$ cat src/verilog/plwm_pkg.sv
// Operation
// - Size field bits 28..20 hold window capacity minus one in 1MB steps
// - All-zero size field gives the smallest 1MB window
// - All-ones size field gives the largest 512MB window
// - Size and base registers clear on power-on and software reset
// - Peripheral bus reads and writes; PCI side reads only, writes ignored
// - Bits 31..29 and 19..0 read zero; software writes zero there
// - Two independent windows, each with own size and base register
// - Base field bits 28..20 give start address bits 28..20
// - Only base bits above window capacity form the local address
// - Base 0 bits 28..26 pick area, bits 25..20 position within it
// - Until setup complete, non-host target accesses are retried
package plwm_pkg;
  localparam int PLWM_FIELD_LSB = 20;
  localparam int PLWM_FIELD_MSB = 28;
  localparam int PLWM_FIELD_W = PLWM_FIELD_MSB - PLWM_FIELD_LSB + 1;
  localparam logic [31:0] PLWM_REG_RESET = 32'h0000_0000;
  localparam logic [31:0] PLWM_FIELD_MASK = 32'h1ff0_0000;
  localparam logic [31:0] PLWM_LOW_MASK = 32'h000f_ffff;
  localparam int PLWM_AREA_LSB = 26;
  localparam logic [1:0] PLWM_SEL_SIZE0 = 2'h0;
  localparam logic [1:0] PLWM_SEL_SIZE1 = 2'h1;
  localparam logic [1:0] PLWM_SEL_BASE0 = 2'h2;
  localparam logic [1:0] PLWM_SEL_BASE1 = 2'h3;
endpackage

$ cat src/verilog/plwm_window_map.sv
`timescale 1ns/1ns
module plwm_window_map
  import plwm_pkg::*;
(
  input wire logic mclk_i,
  input wire logic rst_i,
  input wire logic soft_rst_i,
  input wire logic setup_complete_flag_i,
  input wire logic host_mode_i,
  input wire logic pp_wr_i,
  input wire logic [1:0] pp_sel_i,
  input wire logic [31:0] pp_wdata_i,
  output logic [31:0] pp_rdata_o,
  input wire logic pci_wr_i,
  input wire logic [1:0] pci_sel_i,
  output logic [31:0] pci_rdata_o,
  input wire logic tgt_req_i,
  input wire logic tgt_space_i,
  input wire logic [31:0] tgt_offset_i,
  output logic tgt_accept_o,
  output logic tgt_retry_o,
  output logic [31:0] tgt_local_addr_o
);

  typedef struct packed {
    logic [1:0][PLWM_FIELD_W-1:0] size;
    logic [1:0][PLWM_FIELD_W-1:0] base;
    logic [31:0] pp_rdata;
    logic [31:0] pci_rdata;
    logic accept;
    logic retry;
    logic [31:0] laddr;
  } plwm_state_t;

  plwm_state_t st_r;
  plwm_state_t st_nxt;

  function automatic logic [31:0] plwm_read(input plwm_state_t s, input logic [1:0] sel);
    logic [PLWM_FIELD_W-1:0] f;
    f = '0;
    case (sel)
      PLWM_SEL_SIZE0: f = s.size[0];
      PLWM_SEL_SIZE1: f = s.size[1];
      PLWM_SEL_BASE0: f = s.base[0];
      PLWM_SEL_BASE1: f = s.base[1];
      default: f = '0;
    endcase
    plwm_read = {3'h0, f, 20'h00000};
  endfunction

  logic [31:0] win_mask;
  logic [31:0] base_word;
  logic [PLWM_FIELD_W-1:0] cur_size;
  logic [PLWM_FIELD_W-1:0] cur_base;

  always_comb begin
    st_nxt = st_r;
    win_mask = {3'h0, st_r.size[tgt_space_i], 20'hfffff};
    base_word = {3'h0, st_r.base[tgt_space_i], 20'h00000};
    cur_size = st_r.size[tgt_space_i];
    cur_base = st_r.base[tgt_space_i];
    if (pp_wr_i) begin
      case (pp_sel_i)
        PLWM_SEL_SIZE0: st_nxt.size[0] = pp_wdata_i[PLWM_FIELD_MSB:PLWM_FIELD_LSB];
        PLWM_SEL_SIZE1: st_nxt.size[1] = pp_wdata_i[PLWM_FIELD_MSB:PLWM_FIELD_LSB];
        PLWM_SEL_BASE0: st_nxt.base[0] = pp_wdata_i[PLWM_FIELD_MSB:PLWM_FIELD_LSB];
        PLWM_SEL_BASE1: st_nxt.base[1] = pp_wdata_i[PLWM_FIELD_MSB:PLWM_FIELD_LSB];
        default: st_nxt.size = st_r.size;
      endcase
    end
    st_nxt.pp_rdata = plwm_read(st_r, pp_sel_i);
    st_nxt.pci_rdata = plwm_read(st_r, pci_sel_i);
    st_nxt.accept = 1'b0;
    st_nxt.retry = 1'b0;
    st_nxt.laddr = st_r.laddr;
    if (tgt_req_i) begin
      if (!setup_complete_flag_i && !host_mode_i) begin
        st_nxt.retry = 1'b1;
      end else begin
        st_nxt.accept = 1'b1;
        st_nxt.laddr = (base_word & ~win_mask) | (tgt_offset_i & win_mask);
      end
    end
    if (soft_rst_i) begin
      st_nxt.size = '0;
      st_nxt.base = '0;
    end
  end

  always_ff @(posedge mclk_i) begin
    if (rst_i) begin
      st_r <= '{size: '0, base: '0, pp_rdata: PLWM_REG_RESET, pci_rdata: PLWM_REG_RESET,
                accept: 1'b0, retry: 1'b0, laddr: PLWM_REG_RESET};
    end else begin
      st_r <= st_nxt;
    end
  end

  assign pp_rdata_o = st_r.pp_rdata;
  assign pci_rdata_o = st_r.pci_rdata;
  assign tgt_accept_o = st_r.accept;
  assign tgt_retry_o = st_r.retry;
  assign tgt_local_addr_o = st_r.laddr;

  // Write then read back, one copy per register
  for (genvar g = 0; g < 4; g++) begin : g_readback

  end
endmodule // plwm_window_map

$ cat config.mk
export PLATFORM = sky130hd
export DESIGN_NAME = plwm_window_map
export DESIGN_NICKNAME = d
export VERILOG_FILES = /design/src/verilog/plwm_pkg.sv /design/src/verilog/plwm_window_map.sv
export SDC_FILE = /design/constraint.sdc
export NUM_CORES = 1
export LEC_CHECK = 0
export ABC_AREA = 1
export BUFFER_PORTS_ARGS = -buffer_cell sky130_fd_sc_hd__buf_2
export CAP_MARGIN = 20
export CORE_MARGIN = 1.5
export CORE_UTILIZATION = 49
export CTS_CLUSTER_SIZE = 30
export DETAILED_ROUTE_END_ITERATION = 8
export PLACE_DENSITY_LB_ADDON = 0.12
export SLEW_MARGIN = 5
export SYNTH_ARGS = -nofsm -noshare
export SYNTH_HDL_FRONTEND = slang
export SYNTH_SLANG_ARGS = --single-unit
export TNS_END_PERCENT = 30
$ cat constraint.sdc
create_clock -name mclk_i -period 1.1 [get_ports mclk_i]
set_input_delay 0.11 -clock mclk_i [delete_from_list [all_inputs] [get_ports mclk_i]]
set_output_delay 0.11 -clock mclk_i [all_outputs]
set_load 0.01 [all_outputs]
======== Word-level counts from Yosys, hierarchy flattened ========
Cells that the tools add are included.
word-level totals
  register bits after elaboration ......... 134
  output and inout port bits .............. 98
  bits of input ports ..................... 77
cells by class
  reductions and logical operators ........ 12
  equal/unequal tests ..................... 6
  mux-type cells .......................... 8
  bitwise gates (word level) .............. 6
  magnitude comparators ................... 1
operator list
  cell                                                                  count
  9-bit one-hot mux with 4 select lines                                 2
  9-bit 2-to-1 mux                                                      4
  29-bit by 32-bit bitwise AND with 32-bit output                       1
  32-bit by 29-bit bitwise AND with 32-bit output                       1
  29-bit inverter with 32-bit output                                    1
  32-bit OR                                                             1
  2-bit AND reduction                                                   5
  2-bit == test, second input constant                                  4
  2-bit by 1-bit == test with 1-bit output, second input constant       2
  2-bit logical NOT                                                     2
  2-bit OR reduction                                                    2
  1-bit logical NOT                                                     2
  1-bit by 2-bit < comparator with 1-bit output, second input constant  1
  1-bit 2-to-1 mux                                                      2
  1-bit inverter                                                        2
  1-bit logical AND                                                     1

======== Logic depth before layout (Yosys ltp) ========
Gate-level depths: netlist (run 1).
  depth in word-level cells ............... 5
  depth in mapped cells ................... 8
  depth with buffers taken out ............ 6

======== Worst setup path after synthesis (run 1) ========
OpenSTA, ideal clock, no wires.
  path kind ............................... input-to-reg
  start ................................... in tgt_space_i
  end ..................................... reg st_r, in the netlist tgt_local_addr_o[27]
  stages .................................. 8
  library setup time ...................... 132 ps
  data arrival time ....................... 771 ps
  setup slack ............................. 197 ps
  cells stage by stage .................... buf_4 > inv_2 > buf_4 > nand2_1 > nand2_1 > nand2_1 > nand3_1 > a21oi_1
between the ends
  longest elaborated chain between the ends .. 5
  elaborated cells on any way between the ends .. 8
  classes of those cells .................. mux (4); bitwise (4)
ends and longest elaborated chain
  item                                             line                   source
  start, declared                                  plwm_window_map.sv:18  input wire logic tgt_space_i,
  9-bit 2-to-1 mux                                 -
  9-bit 2-to-1 mux (not written as such)           plwm_window_map.sv:58  win_mask = {3'h0, st_r.size[tgt_space_i], 20'hfffff};
  29-bit inverter with 32-bit output               plwm_window_map.sv:81  st_nxt.laddr = (base_word & ~win_mask) | (tgt_offset_i & win_mask);
  29-bit by 32-bit bitwise AND with 32-bit output  plwm_window_map.sv:81
  32-bit OR (*)                                    plwm_window_map.sv:81
  end signal, assigned                             plwm_window_map.sv:92  st_r <= '{size: '0, base: '0, pp_rdata: PLWM_REG_RESET, pci_rdata: PLWM_REG_RESET,
  end signal, assigned                             plwm_window_map.sv:95  st_r <= st_nxt;
  end, declared                                    plwm_window_map.sv:35  plwm_state_t st_r;
Every way passes the cells marked *; elsewhere a longest branch is shown, timed or not. The select of a mux whose other input is x is not followed.
A chain may end at the register's enable or synchronous reset.

======== Worst setup path after layout (run 1) ========
  start ................................... reg st_r[120] (netlist bit)
  end ..................................... reg st_r, in the netlist tgt_local_addr_o[24]
between the ends
  longest elaborated chain between the ends .. 5
  elaborated cells on any way between the ends .. 6
  classes of those cells .................. mux (2); bitwise (4)
ends and longest elaborated chain
  item                                             line
  9-bit 2-to-1 mux (*)                             -
  9-bit 2-to-1 mux (not written as such) (*)       plwm_window_map.sv:58
  29-bit inverter with 32-bit output               plwm_window_map.sv:81
  29-bit by 32-bit bitwise AND with 32-bit output  plwm_window_map.sv:81
  32-bit OR (*)                                    plwm_window_map.sv:81
Marks and branches as above.

==> metrics, run 1 <==
status complete, no violations; Seq/Total Area, Yosys approximately 40%; final hold viol count 0; internal power about 4.8 mW; reg2reg path depth 6; Post-Synthesis Cells around 600; sequential share of power approximately 50%; Mapped Area 4330 um^2; Ant. Diodes 0; critical-path cell list inv_1 -> nand2_1 -> nand2_1 -> nand2_1 -> nand3_1 -> a21oi_1; GP Congestion ~0.85; final instance area roughly 4900 um^2; Area Growth Syn to Fin 12.8%; Routed WL per cell about 13 um; Worst Setup Start Kind register; met3 Track Usage GR under 10%; vias in the first global route approximately 3.5k; busiest metal layer after global routing met2; first-pass GRT wire length 16.7 mm; multi-input logic area roughly 1700 um^2; post-synth cell types 24; FF+latch area roughly 1700 um^2; dpl hpwl 7.26 mm; total congestion overflow 0; yosys warns 0; reg-to-reg endpoint tgt_local_addr_o[24]$_SDFFE_PP0P_; Die Height around 97 um; largest net degree at the start of global routing 36; crit path time final 0.966 ns; Pwr per Cell Area around 1400 nW/um^2; Worst path max stage delay about 0.40 ns; PortBufs a little under 100; Final Max Slew Viols 0; io pins 175; WL final approximately 10 mm; CTS clk-pin slew, worst paths 0.08 ns; combinational power share between 10% and 20%; initial antenna violation count 0; Net Sw Frac 27.3%; CP arrival between 1 and 1.5 ns; CP dominant cell by count nand2_1; Global Route met2 Usage between 30% and 40%; Tcrit/Tclk final a little under 90%; Critical Path RT roughly 1.4 ns; Hold Path Stages 3; P_leak 2.27 nW; TritonCTS Buffers 9; R2R Setup Slk between 0.1 and 0.15 ns; crit path max-delay cell type dfxtp_1; HP Start tgt_offset_i[8]; Hold Path Sink tgt_local_addr_o[8]$_SDFFE_PP0P_; Max clock buf depth 2; syn_area_per_cell 7.23 um^2; Post-Route Skew a little under 0.007 ns; Critical Path End Type register; Area after DPL approximately 4500 um^2; Max Fclk ~1.0 GHz; router iterations before antenna repair 5; final setup fails 0; Starting Density 50.2%; max_cap viols 0; CTS HTree Levels 3; Antenna Nets Post-Route 0; CTS tree built; FF+latch count, synth between 80 and 90; CTS root buffer clkbuf_8; Total Routing Usage GR ~22%; setup bufs post-CTS 0; average vias per placed instance 4.81; hold crit path type in2reg; crit path max fanout 3; worst r2r src st_r[120]$_SDFFE_PP0P_; worst vdd ir between 0.7 and 0.8 mV; via count between 3k and 4k; Net Switching around 1.8 mW; CTS sink cnt 85; share of layout cells above drive strength 1 approximately 22%; CP top delay family flip-flops; DRC 0; met1 usage between 20% and 30%; Row Count 34; die width 97.0 um; fillers 860; Worst Path Buf+Inv 1; CTS resizes 0; Setup TNS 0 ns; Setup CP Type reg2reg; clock power share 34.9%; starting DRC count in detailed routing between 200 and 250; Clock Latency Late Sink 0.34 ns; area of the die roughly 9400 um^2; RSZ-0062 raised after global routing false; core box area ~8600 um^2; NumNets Final about 760
-- layout make-up --
| class | count | share of cell area [%] |
|---|---|---|
| clock inverters | 4 | 1.13 |
| multi-input cells | 387 | 35.6 |
| clock buffers | 12 | 3.18 |
| flip-flops and latches | 85 | 34.8 |
| well taps | 108 | 2.77 |
| inverters | 56 | 4.30 |
| repair buffers | 139 | 18.2 |
-- tightest hold or removal path, cell delays in order --
cell,delay [ns]
buf_2,0.08
nor2_1,0.03
nor2_1,0.09
-- state kept, by name, summed over array words and instances, names as in the netlist --
| register | cells |
|---|---|
| st_r | 36 |
| tgt_local_addr_o | 29 |
| pci_rdata_o | 9 |
| pp_rdata_o | 9 |
| tgt_accept_o | 1 |
| tgt_retry_o | 1 |
-- worst max-delay path by stage --
stage                                           from                                 to  slack [ns]  cells past startpoint
floorplan                                tgt_space_i  tgt_local_addr_o[27]$_SDFFE_PP0P_        0.20                      8
detailed placement                       pp_sel_i[0]             st_r[128]$_SDFFE_PP0P_        0.02                      6
finish                        st_r[120]$_SDFFE_PP0P_  tgt_local_addr_o[24]$_SDFFE_PP0P_        0.13                      6
CTS                 tgt_local_addr_o[9]$_SDFFE_PP0P_                tgt_local_addr_o[9]        0.14                      1
global placement                           tgt_req_i   tgt_local_addr_o[4]$_SDFFE_PP0P_        0.07                      7
global route                  st_r[115]$_SDFFE_PP0P_  tgt_local_addr_o[28]$_SDFFE_PP0P_        0.06                      6
-- Yosys cell counts, drive strengths merged --
master	count	area (um^2)
nand2	113	439
buf	107	815
o21ai	88	440
dfxtp	85	1700
inv	55	206
nor2	50	200
a21oi	49	245
nand3	19	100
a31oi	16	100
clkbuf	12	46.3
a211oi	2	25.0
clkinv	1	3.75
conb	1	3.75
nor4	1	6.26
-- cell usage in the layout, fill, tap and decap left out, types with 2 or more instances in the layout --
cell	instances
clkbuf_8	11
a211oi_2	2
buf_12	3
nand2_1	109
inv_2	5
o21ai_0	83
o21ai_1	5
a31oi_1	16
nor2_2	2
nand2_2	3
dfxtp_1	85
dlygate4sd3_1	21
conb_1	49
nor2_1	47
buf_4	17
nand3_1	18
buf_2	98
a21oi_1	49
inv_1	50
-- per-stage QoR --
step | power (mW) | worst slack, ns | utilization (%) | instances | hold slack [ns]
after CTS | 6.64 | 0.141 | 56.6 | 791 | 0.000440
after global placement | 4.28 | 0.0651 | 51.7 | 754 | 0.290
after global routing | 6.91 | 0.0618 | 56.6 | 791 | 0.0139
after floorplan | 4.18 | 0.197 | - | 647 | 0.182
final | 6.61 | 0.134 | 56.6 | 791 | 0.00535
after detailed placement | 4.30 | 0.0239 | 51.7 | 754 | 0.301
-- power groups by stage --
stage          Clock, mW  Sequential [mW]  Combinational (mW)
2_1_floorplan          0             3.34               0.849
5_1_grt             2.47             3.30                1.13
6_report            2.31             3.29                1.01
3_5_place_dp           0             3.35               0.946
4_1_cts             2.35             3.28                1.01
3_3_place_gp           0             3.35               0.931
-- kinds of logic (layout without fill, tap and decap cells) --
kind of cell,after synthesis,in the layout,share of synthesized area (%)
buffers and inverters,175,211,24.7
AOI/OAI and AO/OA,155,155,18.7
other,1,49,0.0865
DFF,85,85,39.3
and+or+nand+nor,183,183,17.2
-- layer usage --
layer / vias up / wire (um)
li1: 1937 / -
met1: 1693 / 4810
met2: 163 / 4540
met3: 14 / 752
met4: 0 / 146
met5: - / 0
-- repair_timing --
action	CTS	global route
hold endpoints to repair	19	0
hold buffers	21	0
endpoints found under the setup margin	0	0
No activity file was read; power rests on OpenSTA's default activity.
==> run 2, diff against run 1 <==
ABC_AREA = not set   (was 1)
==> run 2 against run 1 <==
Effect of this change: register-to-register slack lost 0.10 ns; sequential share of layout area shrank 0.22 points; clock power grew 7%; combinational power shrank 24%; fmax shrank 12%; first-iteration DRC count shrank 56%; flip-flop and latch count is the same; synthesized cell count shrank 27%; design area grew 0.92%; cell count shrank 20%; worst hold slack gained 0.017 ns; critical path type is now in2reg; largest cell class unchanged; highest routed layer unchanged.
==> metrics, run 2 <==
status complete, no violations; largest area contributor in the netlist dfxtp_1; CTS sink cnt 85; Starting Density roughly half; vias in the first global route approximately 2.9k; final instance area ~4900 um^2; clock power share roughly two fifths; synth cell count leaders buf_4, dfxtp_1, nand2_1; average vias per placed instance around 4.8; number of flip-flops in the largest register 36; Post-synth EDFFs 0; NumNets Final about 600; via count slightly above 3k; Final Max Slew Viols 0; final setup fails 0; max_cap viols 0; Die Height about 97 um; setup bufs post-CTS 0; initial antenna violation count 0; syn_area_per_cell 9.76 um^2; io pins ~180; XOR/XNOR Fraction of Synth Area 0%; worst r2r src st_r[118]$_SDFFE_PP0P_; sequential share of power 49.6%; crit path max fanout 13; crit path time final 1.10 ns; Clock Latency Late Sink between 0.3 and 0.4 ns; WL final 8.92 mm; yosys warns 0; Worst Setup Start Kind input pin; Row Count 33; post-place setup slack -0.200 ns; Worst Path Buf+Inv 3; die width 96.6 um; Critical Path End Type register; share of layout cells above drive strength 1 33.0%; total congestion overflow 0; post-synth cell types 25; FF+latch count, synth between 80 and 90; Pwr per Cell Area around 1300 nW/um^2; Area after DPL 4470 um^2; Placed Cells 597; Net Switching 1.53 mW; largest family of logic cells by synthesized area multiplexers; Worst path max stage delay around 0.54 ns; router iterations before antenna repair 5; Setup CP Type in2reg; Total Routing Usage GR between 10% and 20%; CP top delay family buffers and inverters; TritonCTS Buffers 9; core box area roughly 8300 um^2; commonest non-fill, non-tap cell in the layout buf_2; CP Launch Point setup_complete_flag_i; GP Congestion between 0.7 and 0.8; Area Growth Syn to Fin 14.8%; Post-Synth Simple-Gate Area roughly an eighth; PortBufs ~100; Mapped Area about 4300 um^2; Max Fclk 0.911 GHz; Post-Route Skew 0.00967 ns; Routed WL per cell around 14 um; Net Sw Frac a little under a quarter; area of the die a little over 9000 um^2; Synth Area in Compound Gates around 4.7%; leading cell types in the layout, fill and taps excluded buf_2, dfxtp_1, nand2_1; P_leak 2.20 nW; starting DRC count in detailed routing between 90 and 100; CTS clk-pin slew, worst paths ~0.080 ns; first-pass GRT wire length 14.3 mm; CTS root buffer clkbuf_8; final cell count without fillers ~640; Synth area leaders dfxtp_1, buf_4, mux2i_1, mux4_2, nand2_1; share of synthesized flip-flops with an asynchronous set or reset 0%; Biggest register st_r; worst vdd ir about 0.61 mV; CP arrival around 1.4 ns; HP Start pp_wdata_i[21]; RSZ-0062 raised after global routing true; Post-Synthesis Cells 440; main flop type after synthesis dfxtp_1; critical-path cell list dlygate4sd3_1 -> buf_2 -> o21ai_2 -> buf_4 -> nand2_1 -> a21oi_1; largest net degree at the start of global routing 37; final hold viol count 0; internal power about 4.9 mW; mux cell area share after synthesis 22.3%; Post-Synth Adder-Cell Area 0%; combinational power share about an eighth; Antenna Nets Post-Route 0; Final WS setup between 0.002 and 0.003 ns; crit path max-delay cell type dlygate4sd3_1; share of the synthesized area in the top cell type around two fifths; Seq/Total Area, Yosys 39.6%; DRC 0; dpl hpwl 6.19 mm; Ant. Diodes 0; CTS tree built; Max clock buf depth 2; Tcrit/Tclk final 99.7%; count leader, synth buf_4; CTS HTree Levels 3; Critical Path RT 1.37 ns; hold crit path type in2reg
run 2: cell count changes in the layout (fill, tap and decap cells not counted), sizes merged, moves of 20 or more:
cell / before / now
mux2i: 0 / 45
nand2: 113 / 58
inv: 56 / 1
o21ai: 88 / 10
a21oi: 49 / 29
nor2: 50 / 27
run 2: logic make-up (layout without fill, tap and decap cells):
logic type             Yosys count  count (layout)
other                            1              49
multiplexers                    72              72
AND/OR/NAND/NOR                120             120
AO/OA/AOI/OAI                   40              40
buffers and inverters          122             164
flip-flops                      85              85
run 2: worst paths after layout:
kind	to	slack, ns	cells past startpoint
worst max-delay path	tgt_local_addr_o[6]$_SDFFE_PP0P_	0.003	6
worst min-delay path	st_r[108]$_SDFFE_PP0P_	0.02	3
worst max register to register	pci_rdata_o[22]$_SDFF_PP0_	0.03	2
worst min register to register	tgt_local_addr_o[4]$_SDFFE_PP0P_	0.46	2
run 2: power by group through the flow:
stage	sequential, mW	combinational, mW	clock [mW]
after floorplan	3.25	0.619	0
after CTS	3.19	0.767	2.54
final	3.19	0.770	2.47
after global placement	3.26	0.697	0
after global routing	3.20	0.840	2.68
after detailed placement	3.26	0.705	0
run 2: routing by layer:
layer | routed length (um) | vias to the layer above | global-route usage (%) | share of wire (%)
met5 | 0 | - | 0 | 0
met4 | 168 | 0 | 7.69 | 1.9
met3 | 433 | 12 | 4.62 | 4.9
met2 | 4460 | 104 | 33.0 | 50
met1 | 3860 | 1418 | 23.3 | 43
li1 | - | 1492 | - | -
run 2: stage by stage:
step	hold WS, ns	power, mW	util (%)	TNS, ns
4_1_cts	0.0126	6.50	58.9	0
2_1_floorplan	0.187	3.87	-	0
6_report	0.0226	6.43	59.1	0
5_1_grt	0.0108	6.72	59.1	-0.117
3_3_place_gp	0.317	3.95	53.6	-5.00
3_5_place_dp	0.331	3.96	53.6	-5.55
run 2: final cells by class:
| type | instances | area [um^2] |
|---|---|---|
| Timing Repair Buffer | 147 | 950 |
| Sequential cell | 85 | 1710 |
| Clock buffer | 12 | 155 |
| Multi-Input combinational cell | 281 | 1910 |
| Tap cell | 105 | 131 |
| Fill cell | 732 | 3410 |
| Clock inverter | 4 | 70.1 |
| Inverter | 1 | 3.75 |
run 2: worst register-to-register path, cell delays in order, from the launching register on:
cell     delay [ns]
dfxtp_1        0.35
mux4_2         0.45
nor2b_1        0.14
run 2: what timing repair did:
| item | 4_1_cts | 5_1_grt |
|---|---|---|
| setup endpoints to repair | 0 | 27 |
| endpoints found under the hold margin | 21 | 0 |
| hold buffers | 22 | 0 |
| resized for setup | 0 | 7 |
